### src/eepec_params.svh
// Offsets, field positions, reset values and limits of the EEPROM control.
`ifndef EEPEC_PARAMS_SVH
`define EEPEC_PARAMS_SVH
// Register byte offsets on the bus; bit 15 set selects the array window.
`define EEPEC_OFS_PEC    16'h0000
`define EEPEC_OFS_CFG    16'h0004
`define EEPEC_OFS_DIVH   16'h0008
`define EEPEC_OFS_DIVL   16'h000c
`define EEPEC_OFS_PROT   16'h0010
`define EEPEC_OFS_STAT   16'h0014
`define EEPEC_ARR_BIT    15
// Array index width; one array byte per bus word.
`define EEPEC_AW         12
// Program/erase control fields.
`define EEPEC_WHOLE_ARRAY_ERASE_GUARD      7
`define EEPEC_AUTO       5
`define EEPEC_BYTE       4
`define EEPEC_ROW        3
`define EEPEC_ERASE      2
`define EEPEC_LATCH      1
`define EEPEC_PGM        0
// Module configuration fields.
`define EEPEC_SHW        6
// Block guard fields; bit 7 guards the shadow word.
`define EEPEC_SHADOW_PROTECT     7
// Reset values.
`define EEPEC_PEC_RST    8'h80
`define EEPEC_PROT_RST   8'hff
// Shadow word location and block ranges, block 0 in the lowest slot.
`define EEPEC_SHADOW_LOC 12'hfc0
`define EEPEC_BLK_LO {12'h800,12'hc00,12'he00,12'hf00,12'hf80,12'hfc0}
`define EEPEC_BLK_HI {12'hbff,12'hdff,12'heff,12'hf7f,12'hfbf,12'hfff}
`endif

### src/eepec_pkg.sv
// Types shared by the EEPROM program/erase control.
package eepec_pkg;
  // Sequencer states, one-hot.
  typedef enum logic [3:0] {
    eepec_idle = 4'h1,
    eepec_run  = 4'h2,
    eepec_done = 4'h4,
    eepec_held = 4'h8
  } eepec_state_type;
endpackage

### src/eepec_top.sv
// EEPROM program/erase control with a classic Wishbone register slave.
//
// What this block does
// - Latch bit 0 serves normal reads; 1 captures a target location.
// - Erase bit 0 sets up programming, 1 sets up erasure.
// - Erase by byte, aligned word, row or whole array unless guarded.
// - Latch writes ignored while program enable set or divider zero.
// - Granularity, erase and latch bits take one write or several.
// - Program enable sets only if latch already set.
// - While program enable set, other control bits stay fixed.
// - Program voltage only while program enable is one.
// - With auto, hardware clears program enable when the cycle ends.
// - Protected target: no cycle starts and enable stays set.
// - While enabled, array writes ignored and latches hold.
// - Shadow word visible at top of block only while hide bit zero.
// - After reset, shadow word loads configuration and divider bits.
// - In normal mode each divider byte accepts only its first write.
// - Bulk guard set refuses bulk and row erase.
// - Each block guard bit set protects its block.
//
// Local design decisions: the Wishbone slave port and the register addresses.
`timescale 1ns/100ps
`include "eepec_params.svh"

module eepec_top (
  // Clock and reset.
  input  wire logic        clk_in,
  input  wire logic        arst_n_in,
  // Wishbone classic slave.
  input  wire logic        wb_cyc_in,
  input  wire logic        wb_stb_in,
  input  wire logic        wb_we_in,
  input  wire logic [15:0] wb_adr_in,
  input  wire logic [3:0]  wb_sel_in,
  input  wire logic [31:0] wb_dat_in,
  output logic      [31:0] wb_dat_out,
  output logic             wb_ack_out,
  // Device mode and shadow word.
  input  wire logic        special_mode_n_in,
  input  wire logic [15:0] shadow_word_in,
  // Array side.
  input  wire logic [7:0]  nv_rdata_in,
  input  wire logic        nv_done_in,
  output logic      [11:0] nv_raddr_out,
  output logic      [11:0] nv_addr_out,
  output logic      [15:0] nv_data_out,
  output logic             nv_word_out,
  output logic             nv_latch_out,
  output logic             nv_erase_out,
  output logic             nv_byte_out,
  output logic             nv_row_out,
  output logic             nv_hv_out,
  output logic      [9:0]  nv_div_out
);

  localparam logic [5:0][11:0] BLK_LO = `EEPEC_BLK_LO;
  localparam logic [5:0][11:0] BLK_HI = `EEPEC_BLK_HI;
  localparam logic [11:0]      SHADOW_LOC = `EEPEC_SHADOW_LOC;

  // Registers.
  logic [7:0]  program_erase_control;
  logic [7:0]  nv_module_config;
  logic [7:0]  block_protect_reg;
  logic [1:0]  nv_clock_divider_high;
  logic [7:0]  nv_clock_divider_low;
  logic        lock_high;
  logic        lock_low;
  logic        loaded;
  logic        phase;
  logic        lat_valid;
  eepec_pkg::eepec_state_type state;
  eepec_pkg::eepec_state_type next_state;
  logic [7:0]  next_ctrl;

  // Bus decode: a request is taken, then answered on the next edge.
  wire         req      = wb_cyc_in & wb_stb_in & ~wb_ack_out & ~phase;
  wire         is_arr   = wb_adr_in[`EEPEC_ARR_BIT];
  wire         wr       = phase & wb_we_in & wb_sel_in[0];
  wire         hit_pec  = ~is_arr & (wb_adr_in == `EEPEC_OFS_PEC);
  wire         hit_cfg  = ~is_arr & (wb_adr_in == `EEPEC_OFS_CFG);
  wire         hit_divh = ~is_arr & (wb_adr_in == `EEPEC_OFS_DIVH);
  wire         hit_divl = ~is_arr & (wb_adr_in == `EEPEC_OFS_DIVL);
  wire         hit_prot = ~is_arr & (wb_adr_in == `EEPEC_OFS_PROT);
  wire         hit_stat = ~is_arr & (wb_adr_in == `EEPEC_OFS_STAT);
  wire [11:0]  idx      = wb_adr_in[2 +: `EEPEC_AW];

  // Control bit views.
  wire         pe       = program_erase_control[`EEPEC_PGM];
  wire         latch    = program_erase_control[`EEPEC_LATCH];
  wire         auto_on  = program_erase_control[`EEPEC_AUTO];
  wire         byte_sel = program_erase_control[`EEPEC_BYTE];
  wire         row_sel  = program_erase_control[`EEPEC_ROW];
  wire         erase    = program_erase_control[`EEPEC_ERASE];
  wire         whole_array_erase_guard    = program_erase_control[`EEPEC_WHOLE_ARRAY_ERASE_GUARD];
  wire [9:0]   nv_clock_divider = {nv_clock_divider_high,
                                   nv_clock_divider_low};
  wire         div_zero = (nv_clock_divider == 10'h000);

  // The shadow word answers at its two top-of-block bytes when not hidden.
  wire         shw_vis  = ~nv_module_config[`EEPEC_SHW];
  wire         sh_raddr = shw_vis &
                 (nv_raddr_out[11:1] == SHADOW_LOC[11:1]);
  wire [7:0]   arr_byte = ~sh_raddr ? nv_rdata_in :
                 nv_raddr_out[0] ? shadow_word_in[7:0]
                                 : shadow_word_in[15:8];
  wire [7:0]   stat     = {lat_valid, lock_high, lock_low, 1'b0, state};
  wire [7:0]   rd_byte  = is_arr   ? arr_byte :
                          hit_pec  ? program_erase_control :
                          hit_cfg  ? nv_module_config :
                          hit_divh ? {6'h00, nv_clock_divider_high} :
                          hit_divl ? nv_clock_divider_low :
                          hit_prot ? block_protect_reg :
                          hit_stat ? stat : 8'h00;

  // Erase granularity; the byte bit overrides the row bit.
  wire         is_bulk  = erase & ~byte_sel & ~row_sel;
  wire         is_row   = erase & ~byte_sel & row_sel;

  // Block hit of the latched target, one comparator pair per block.
  logic [5:0]  blk_in;
  genvar g;
  generate
    for (g = 0; g < 6; g++) begin : g_blk
      assign blk_in[g] = (nv_addr_out >= BLK_LO[g]) &&
                         (nv_addr_out <= BLK_HI[g]);
    end
  endgenerate
  wire         blk_hit  = |(blk_in & block_protect_reg[5:0]);
  wire         sh_hit   = shw_vis & block_protect_reg[`EEPEC_SHADOW_PROTECT] &
                 (nv_addr_out[11:1] == SHADOW_LOC[11:1]);
  // A bulk erase touches every block, so any guarded block refuses it.
  wire         refuse   = ((is_bulk | is_row) & whole_array_erase_guard) |
                          (is_bulk & |block_protect_reg[5:0]) |
                          (~is_bulk & (blk_hit | sh_hit | ~lat_valid));
  wire         auto_clr = (state == eepec_pkg::eepec_run) & nv_done_in &
                          auto_on;

  // Array write captures the target only while latching and not enabled.
  wire         arr_wr   = wr & is_arr & latch & ~pe;
  wire         pec_wr   = wr & hit_pec;

  // Next control value; software writes, hardware clears enable.
  always_comb begin
    next_ctrl = program_erase_control;
    if (pec_wr && !pe) begin
      next_ctrl[7:2] = {wb_dat_in[7], 1'b0, wb_dat_in[5:2]};
      if (!div_zero) begin
        next_ctrl[`EEPEC_LATCH] = wb_dat_in[`EEPEC_LATCH];
      end
      // Enable needs the latch already set before this write.
      next_ctrl[`EEPEC_PGM] = wb_dat_in[`EEPEC_PGM] & latch;
    end else if (pec_wr && !wb_dat_in[`EEPEC_PGM]) begin
      next_ctrl[`EEPEC_PGM] = 1'b0;
    end
    if (auto_clr) begin
      next_ctrl[`EEPEC_PGM] = 1'b0;
    end
  end

  // Sequencer; a refused target parks with enable still set.
  always_comb begin
    next_state = state;
    case (state)
      eepec_pkg::eepec_idle: begin
        if (pe) begin
          next_state = refuse ? eepec_pkg::eepec_held
                              : eepec_pkg::eepec_run;
        end
      end
      eepec_pkg::eepec_run: begin
        if (!pe) begin
          next_state = eepec_pkg::eepec_idle;
        end else if (nv_done_in) begin
          next_state = eepec_pkg::eepec_done;
        end
      end
      eepec_pkg::eepec_done,
      eepec_pkg::eepec_held: begin
        if (!pe) begin
          next_state = eepec_pkg::eepec_idle;
        end
      end
      default: next_state = eepec_pkg::eepec_idle;
    endcase
  end

  // Bus handshake and read data.
  always_ff @(posedge clk_in or negedge arst_n_in) begin
    if (!arst_n_in) begin
      phase        <= 1'b0;
      wb_ack_out   <= 1'b0;
      wb_dat_out   <= 32'h0000_0000;
      nv_raddr_out <= 12'h000;
    end else begin
      phase      <= req;
      wb_ack_out <= phase;
      wb_dat_out <= phase ? {24'h00_0000, rd_byte} : 32'h0000_0000;
      if (req) begin
        nv_raddr_out <= idx;
      end
    end
  end

  // Control register and sequencer state.
  always_ff @(posedge clk_in or negedge arst_n_in) begin
    if (!arst_n_in) begin
      program_erase_control <= `EEPEC_PEC_RST;
      state                 <= eepec_pkg::eepec_idle;
      nv_hv_out             <= 1'b0;
    end else begin
      program_erase_control <= next_ctrl;
      state                 <= next_state;
      // Voltage follows the next run state, gated by the next enable.
      nv_hv_out <= (next_state == eepec_pkg::eepec_run) &
                   next_ctrl[`EEPEC_PGM];
    end
  end

  // Target latches; they cannot move while enabled.
  always_ff @(posedge clk_in or negedge arst_n_in) begin
    if (!arst_n_in) begin
      nv_addr_out <= 12'h000;
      nv_data_out <= 16'h0000;
      nv_word_out <= 1'b0;
      lat_valid   <= 1'b0;
    end else if (arr_wr) begin
      nv_addr_out <= idx;
      nv_word_out <= wb_sel_in[1] & ~idx[0];
      nv_data_out <= (wb_sel_in[1] & ~idx[0]) ? wb_dat_in[15:0]
                                              : {8'h00, wb_dat_in[7:0]};
      lat_valid   <= 1'b1;
    end else if (!latch) begin
      lat_valid   <= 1'b0;
    end
  end

  // Configuration, guards and the write-once divider; the shadow word
  // is copied once, on the first edge after reset release.
  always_ff @(posedge clk_in or negedge arst_n_in) begin
    if (!arst_n_in) begin
      loaded                <= 1'b0;
      nv_module_config      <= 8'h00;
      block_protect_reg     <= `EEPEC_PROT_RST;
      nv_clock_divider_high <= 2'h0;
      nv_clock_divider_low  <= 8'h00;
      lock_high             <= 1'b0;
      lock_low              <= 1'b0;
    end else if (!loaded) begin
      loaded                <= 1'b1;
      nv_module_config      <= {shadow_word_in[15:12], 4'h0};
      nv_clock_divider_high <= shadow_word_in[9:8];
      nv_clock_divider_low  <= shadow_word_in[7:0];
    end else begin
      if (wr && hit_cfg) begin
        nv_module_config[7:6] <= wb_dat_in[7:6];
      end
      if (wr && hit_prot) begin
        block_protect_reg <= wb_dat_in[7:0];
      end
      // Normal mode locks each divider byte after its first write.
      if (wr && hit_divh && !(lock_high && special_mode_n_in)) begin
        nv_clock_divider_high <= wb_dat_in[1:0];
        lock_high             <= special_mode_n_in;
      end
      if (wr && hit_divl && !(lock_low && special_mode_n_in)) begin
        nv_clock_divider_low <= wb_dat_in[7:0];
        lock_low             <= special_mode_n_in;
      end
    end
  end

  // Array-facing copies of the mode bits, straight from the register.
  assign nv_latch_out = latch;
  assign nv_erase_out = erase;
  assign nv_byte_out  = byte_sel;
  assign nv_row_out   = row_sel;
  assign nv_div_out   = nv_clock_divider;
endmodule // eepec_top
### config.mk
export PLATFORM = sky130hd
export DESIGN_NAME = eepec_top
export DESIGN_NICKNAME = d
export VERILOG_FILES = /design/src/eepec_pkg.sv /design/src/eepec_top.sv
export VERILOG_INCLUDE_DIRS = /design/src
export SDC_FILE = /design/constraint.sdc
export NUM_CORES = 1
export LEC_CHECK = 0
export ABC_AREA = 1
export BUFFER_PORTS_ARGS = -buffer_cell sky130_fd_sc_hd__clkbuf_2
export CAP_MARGIN = 25
export CORE_MARGIN = 10
export CORE_UTILIZATION = 27
export CTS_CLUSTER_DIAMETER = 50
export DETAILED_ROUTE_END_ITERATION = 7
export PLACE_DENSITY = 0.51
export SLEW_MARGIN = 20
export SYNTH_ARGS = -nofsm -noshare
export SYNTH_HDL_FRONTEND = slang
export SYNTH_SLANG_ARGS = --single-unit
### constraint.sdc
create_clock -name clk_in -period 1.47 [get_ports clk_in]
set_input_delay 0.147 -clock clk_in [delete_from_list [all_inputs] [get_ports clk_in]]
set_output_delay 0.147 -clock clk_in [all_outputs]
set_load 0.005 [all_outputs]
==> qor.csv, run 1 <==
metric,value,unit
PD cells,943,nW/um2
Setup TNS,0,ns
DRT iter0 DRCs,392,
CP required,1.75,ns
Top reg by flops,nv_data_out,
Worst-Skew Late Latency,0.36,ns
Cells on Worst Hold Path,3,
top flop regs,"nv_data_out (16), nv_addr_out (12), nv_raddr_out (12)",
Crit path depth,8,
area of the core,17200,um2
Syn Inst Count,598,
critical path's top delay family,simple AND/OR/NAND/NOR gates,
Clock Path Buffers,2,
Yosys warnings,0,
"CTS clk-pin slew, worst paths",0.07,ns
Most common cell on crit path,nand2_1,
Die X,152,um
WP buf/inv,1,
vias in the first global route,4574,
layout net count,873,
"critical path fanouts, max",16,
"critical path, cell by cell",nor2_1 > nand2_1 > nor2_1 > nand2_1 > buf_12 > o211ai_1 > nand2_1 > a21oi_2,
Ant. Diodes,0,
period utilization,97.4,%
Worst VDD drop,0.000530,V
CTS tree,yes,
Area growth syn-to-layout,35.7,%
fill count,1859,
initial antenna violation count,0,
dpl ws,-0.139,ns
clk sinks,89,
via count,4471,
Die Area,23200,um2
CTS Root Cell,clkbuf_16,
Die Height,152,um
row count,48,
Crit-path slowest cell,dfrtp_1,
DRC,0,
GRT Resource Usage Total,14.5,%
min cycle time layout,1.43,ns
max-slew violations,0,
Netlist cell types,33,
"Cell Area, Synth",4720,um2
fmax,699,MHz
Routed WL,16.9,mm
TritonRoute pass-1 iters,4,
# IOs,172,
Static Leak,3.44,nW
H-Tree Depth,3,
Layout Skew,0.0132,ns
first-pass GRT wire length,26.6,mm
Routed Antenna Nets,0,
RSZ-0062 raised after global routing,true,
largest net degree at the start of global routing,31,
max FFs per register,16,
"commonest non-fill, non-tap cells in the layout","nand2_1, clkbuf_2, dfrtp_1",
DPL Wire Length,13.7,mm
starting density of the core,27.4,%
R2R depth,8,
layout cells sized above 1,33.7,%
Avg Vias per Cell,4.38,
final-report hold violation count,0,
gr ovfl total,0,
CTS buffer count,9,
register area share after synthesis,47.4,%
syn_area_per_cell,7.90,um2
"commonest non-fill, non-tap cell in the layout",nand2_1,
critical path arrival,1.71,ns
fin worst setup slack,0.0389,ns
status,completed,
routed len/inst,16.6,um
setup violators final,0,
PortBufs,129,
CP endpoint kind,register,
Critical Path Max Stage Delay,0.41,ns
worst hold path class,input port to register,
Yosys reg bits,89,
number of max-cap violations,0,
Crit Path Category,register to register,
total power draw,6.04,mW
routability congestion estimate,0.910,
crit start category,register,
timing repair:
action,in CTS,in global routing
setup buffers,2,2
hold buffers,1,0
pin swaps,3,7
gates resized for setup,3,11
setup endpoints to repair,10,37
hold endpoints to repair,22,0
where the power goes:
group / internal [mW] / switching, mW / total, mW
registers: 2.60 / 0.137 / 2.73
logic: 0.380 / 0.489 / 0.870
clock network: 1.42 / 1.02 / 2.44
stage by stage:
step | util [%] | std cells | hold WS [ns] | instance area (um2)
2_1_floorplan | - | 621 | -0.149 | 4810
3_3_place_gp | 34.9 | 999 | 0.112 | 6020
3_5_place_dp | 34.9 | 999 | 0.124 | 6020
4_1_cts | 36.9 | 1018 | 0.0106 | 6360
5_1_grt | 37.2 | 1020 | 0.0222 | 6410
6_report | 37.2 | 1020 | 0.0207 | 6410
worst reg2reg max path, delay by kind of cell, from the launching register on:
family	cells	cell delay [ns]
flip-flops	1	0.41
buffers and inverters	1	0.16
AND/OR/NAND/NOR	5	0.47
AO/OA/AOI/OAI	2	0.30
path summary, 6_finish.rpt:
check,start,to,slack (ns)
setup reg to reg,nv_module_config[6],wb_dat_out[0],0.04
hold / removal,wb_dat_in[9],nv_data_out[9],0.02
min in group asynchronous,arst_n_in,nv_data_out[10],0.28
hold reg to reg,nv_word_out,nv_word_out,0.48
setup / recovery,nv_module_config[6],wb_dat_out[0],0.04
max in group asynchronous,arst_n_in,wb_ack_out,0.62
cell usage after synthesis:
master,number,area [um2]
o211ai_1,13,97.6
o21ai_2,8,70.1
buf_2,5,25.0
inv_1,70,263
o21a_1,1,7.51
o21ai_0,48,240
nand4_1,13,81.3
mux2i_1,6,60.1
nor4_1,2,12.5
inv_2,6,22.5
nor2_8,1,20.0
clkbuf_1,7,26.3
nor3_2,1,10.0
dfstp_2,10,263
dfrtp_1,79,1980
o31ai_1,3,22.5
nor2_1,36,135
nand3_4,1,17.5
nand2_1,170,638
buf_6,4,45.0
a22oi_1,1,7.51
nor3_1,5,25.0
nand3_2,4,40.0
nand3_1,36,180
buf_4,25,188
nand3b_1,1,7.51
conb_1,2,7.51
nor2_4,3,33.8
nor2_2,6,37.5
a21oi_1,15,75.1
o21ai_1,12,60.1
o211a_1,1,10.0
nand2_2,3,18.8
logic make-up after synthesis:
group / synth area share, %
flops: 47.4
buf+inv: 12.0
compound gates: 12.5
other cells: 0.159
mux: 1.27
simple gates: 26.6
layer usage:
metal | part of all wire [%] | vias to the layer above | GRT usage [%]
li1 | - | 2266 | -
met1 | 44 | 2070 | 18.2
met2 | 49 | 117 | 23.6
met3 | 5.3 | 18 | 3.44
met4 | 1.7 | 0 | 5.27
met5 | 0 | - | 0
layout make-up:
type / count / area, um2 / share of cell area (%)
Clock buffer: 12 / 256 / 4.00
Clock inverter: 4 / 51.3 / 0.800
Inverter: 76 / 285 / 4.45
Multi-Input combinational cell: 415 / 2050 / 31.9
Sequential cell: 89 / 2240 / 34.9
Tap cell: 225 / 282 / 4.39
Timing Repair Buffer: 199 / 1250 / 19.5
Power figures use the tool's default switching activity.
==> inputs of run 2 (changes only) <==
Settings changed: MAX_ROUTING_LAYER set to met4.
==> run 2 against run 1 <==
Wire length rose by 0.15%; utilization did not move; sequential cell count did not move; count of clock-buffer cells in the layout did not move; combinational power barely moved; non-clock buffer count did not move; sequential share of layout area did not move; critical path depth did not move.
==> qor.csv, run 2 (same netlist as run 1, synthesis figures left out) <==
metric,value,unit
number of max-cap violations,0,
WP buf/inv,1,
"CTS clk-pin slew, worst paths",0.07,ns
clk sinks,89,
Critical Path Max Stage Delay,0.41,ns
crit start category,register,
CTS Root Cell,clkbuf_16,
sequential share of power,45.4,%
worst hold path class,input port to register,
Die Area,23200,um2
setup violators final,0,
multi-input combinational cell area,2050,um2
Area growth syn-to-layout,35.7,%
Worst VDD drop,0.000530,V
switch share,27.1,%
Ant. Diodes,0,
FF+latch area,2240,um2
layout net count,873,
Clock Path Buffers,2,
CP endpoint kind,register,
placed insts,999,
max-slew violations,0,
"critical path, cell by cell",nor2_1 > nand2_1 > nor2_1 > nand2_1 > buf_12 > o211ai_1 > nand2_1 > a21oi_2,
switching pwr,1.63,mW
DPL Wire Length,13.7,mm
critical path arrival,1.71,ns
CP required,1.75,ns
combinational share of power,14.4,%
gr ovfl total,0,
Routed Antenna Nets,0,
final-report hold violation count,0,
max FFs per register,16,
min cycle time layout,1.43,ns
"critical path fanouts, max",16,
Layout Skew,0.00911,ns
fmax,697,MHz
Crit Path Category,register to register,
PortBufs,129,
Layout Utilization,37.2,%
initial antenna violation count,0,
DRT iter0 DRCs,369,
first-pass GRT wire length,26.6,mm
total internal power,4.39,mW
layout cells sized above 1,33.7,%
TritonRoute pass-1 iters,5,
routed len/inst,16.6,um
row count,48,
Static Leak,3.44,nW
"commonest non-fill, non-tap cells in the layout","nand2_1, clkbuf_2, dfrtp_1",
clock share of power,40.2,%
PD cells,940,nW/um2
CTS tree,yes,
"commonest non-fill, non-tap cell in the layout",nand2_1,
H-Tree Depth,3,
Most common cell on crit path,nand2_1,
critical path's top delay family,simple AND/OR/NAND/NOR gates,
total power draw,6.03,mW
DRC,0,
fin worst setup slack,0.0355,ns
# IOs,172,
GRT Resource Usage Total,14.9,%
area of the core,17200,um2
Top reg by flops,nv_data_out,
via count,4499,
status,completed,
period utilization,97.6,%
Hold Slack,0.0207,ns
dpl ws,-0.139,ns
Cells on Worst Hold Path,3,
largest net degree at the start of global routing,31,
R2R depth,8,
fill count,1859,
Crit-path slowest cell,dfrtp_1,
Worst-Skew Late Latency,0.35,ns
top flop regs,"nv_data_out (16), nv_addr_out (12), nv_raddr_out (12)",
RSZ-0062 raised after global routing,true,
vias in the first global route,4579,
Crit path depth,8,
routability congestion estimate,0.926,
Die X,152,um
Routed WL,17.0,mm
Avg Vias per Cell,4.41,
starting density of the core,27.4,%
Die Height,152,um
fin cells,1020,
CTS buffer count,9,
-- run 2: cell counts in the layout (fill, tap and decap cells not counted) --
Identical to the previous run, type by type.
-- run 2: per-layer routing --
| layer | vias up | wire, um | track usage [%] |
|---|---|---|---|
| met2 | 107 | 8390 | 23.6 |
| met1 | 2113 | 7520 | 18.4 |
| met4 | 0 | 295 | 5.27 |
| li1 | 2260 | - | - |
| met5 | - | 0 | - |
| met3 | 19 | 766 | 3.10 |
-- run 2: metrics by stage --
| stage | cell area (um2) | setup TNS [ns] |
|---|---|---|
| 6_report | 6410 | 0 |
| 3_5_place_dp | 6020 | -1.37 |
| 5_1_grt | 6410 | -0.322 |
| 4_1_cts | 6360 | 0 |
| 2_1_floorplan | 4810 | 0 |
| 3_3_place_gp | 6020 | -0.966 |
-- run 2: power groups by stage --
| stage | Clock (mW) | Combinational [mW] | Sequential (mW) |
|---|---|---|---|
| after floorplan | 0 | 0.410 | 2.74 |
| after global placement | 0 | 0.856 | 2.78 |
| after detailed placement | 0 | 0.859 | 2.78 |
| after CTS | 2.49 | 0.879 | 2.73 |
| after global routing | 2.61 | 0.991 | 2.75 |
| final | 2.42 | 0.869 | 2.73 |
-- run 2: final cells by class --
class / count / share of cell area, %
clock inverters: 4 / 0.800
multi-input cells: 415 / 31.9
repair buffers: 199 / 19.5
flip-flops and latches: 89 / 34.9
clock buffers: 12 / 4.00
well taps: 225 / 4.39
inverters: 76 / 4.45
-- run 2: final timing paths --
check | start | endpoint | slack, ns
worst max-delay path | nv_module_config[6] | wb_dat_out[0] | 0.04
max in group asynchronous | arst_n_in | block_protect_reg[5] | 0.62
min in group asynchronous | arst_n_in | nv_data_out[10] | 0.28
worst min-delay path | wb_dat_in[9] | nv_data_out[9] | 0.02
worst max register to register | nv_module_config[6] | wb_dat_out[0] | 0.04
worst min register to register | nv_word_out | nv_word_out | 0.48
-- run 2: worst reg2reg max path, cell delays in order, from the launching register on --
cell	delay, ns
dfrtp_1	0.41
nor2_1	0.11
nand2_1	0.06
nor2_1	0.11
nand2_1	0.10
buf_12	0.16
o211ai_1	0.20
nand2_1	0.09
a21oi_2	0.11
-- run 2: what timing repair did --
action	CTS	global route
cloned	0	0
resized for setup	3	11
buffers inserted	2	2
setup endpoints to repair	10	36
hold endpoints to repair	22	0
pin swaps	3	7
hold buffers	1	0
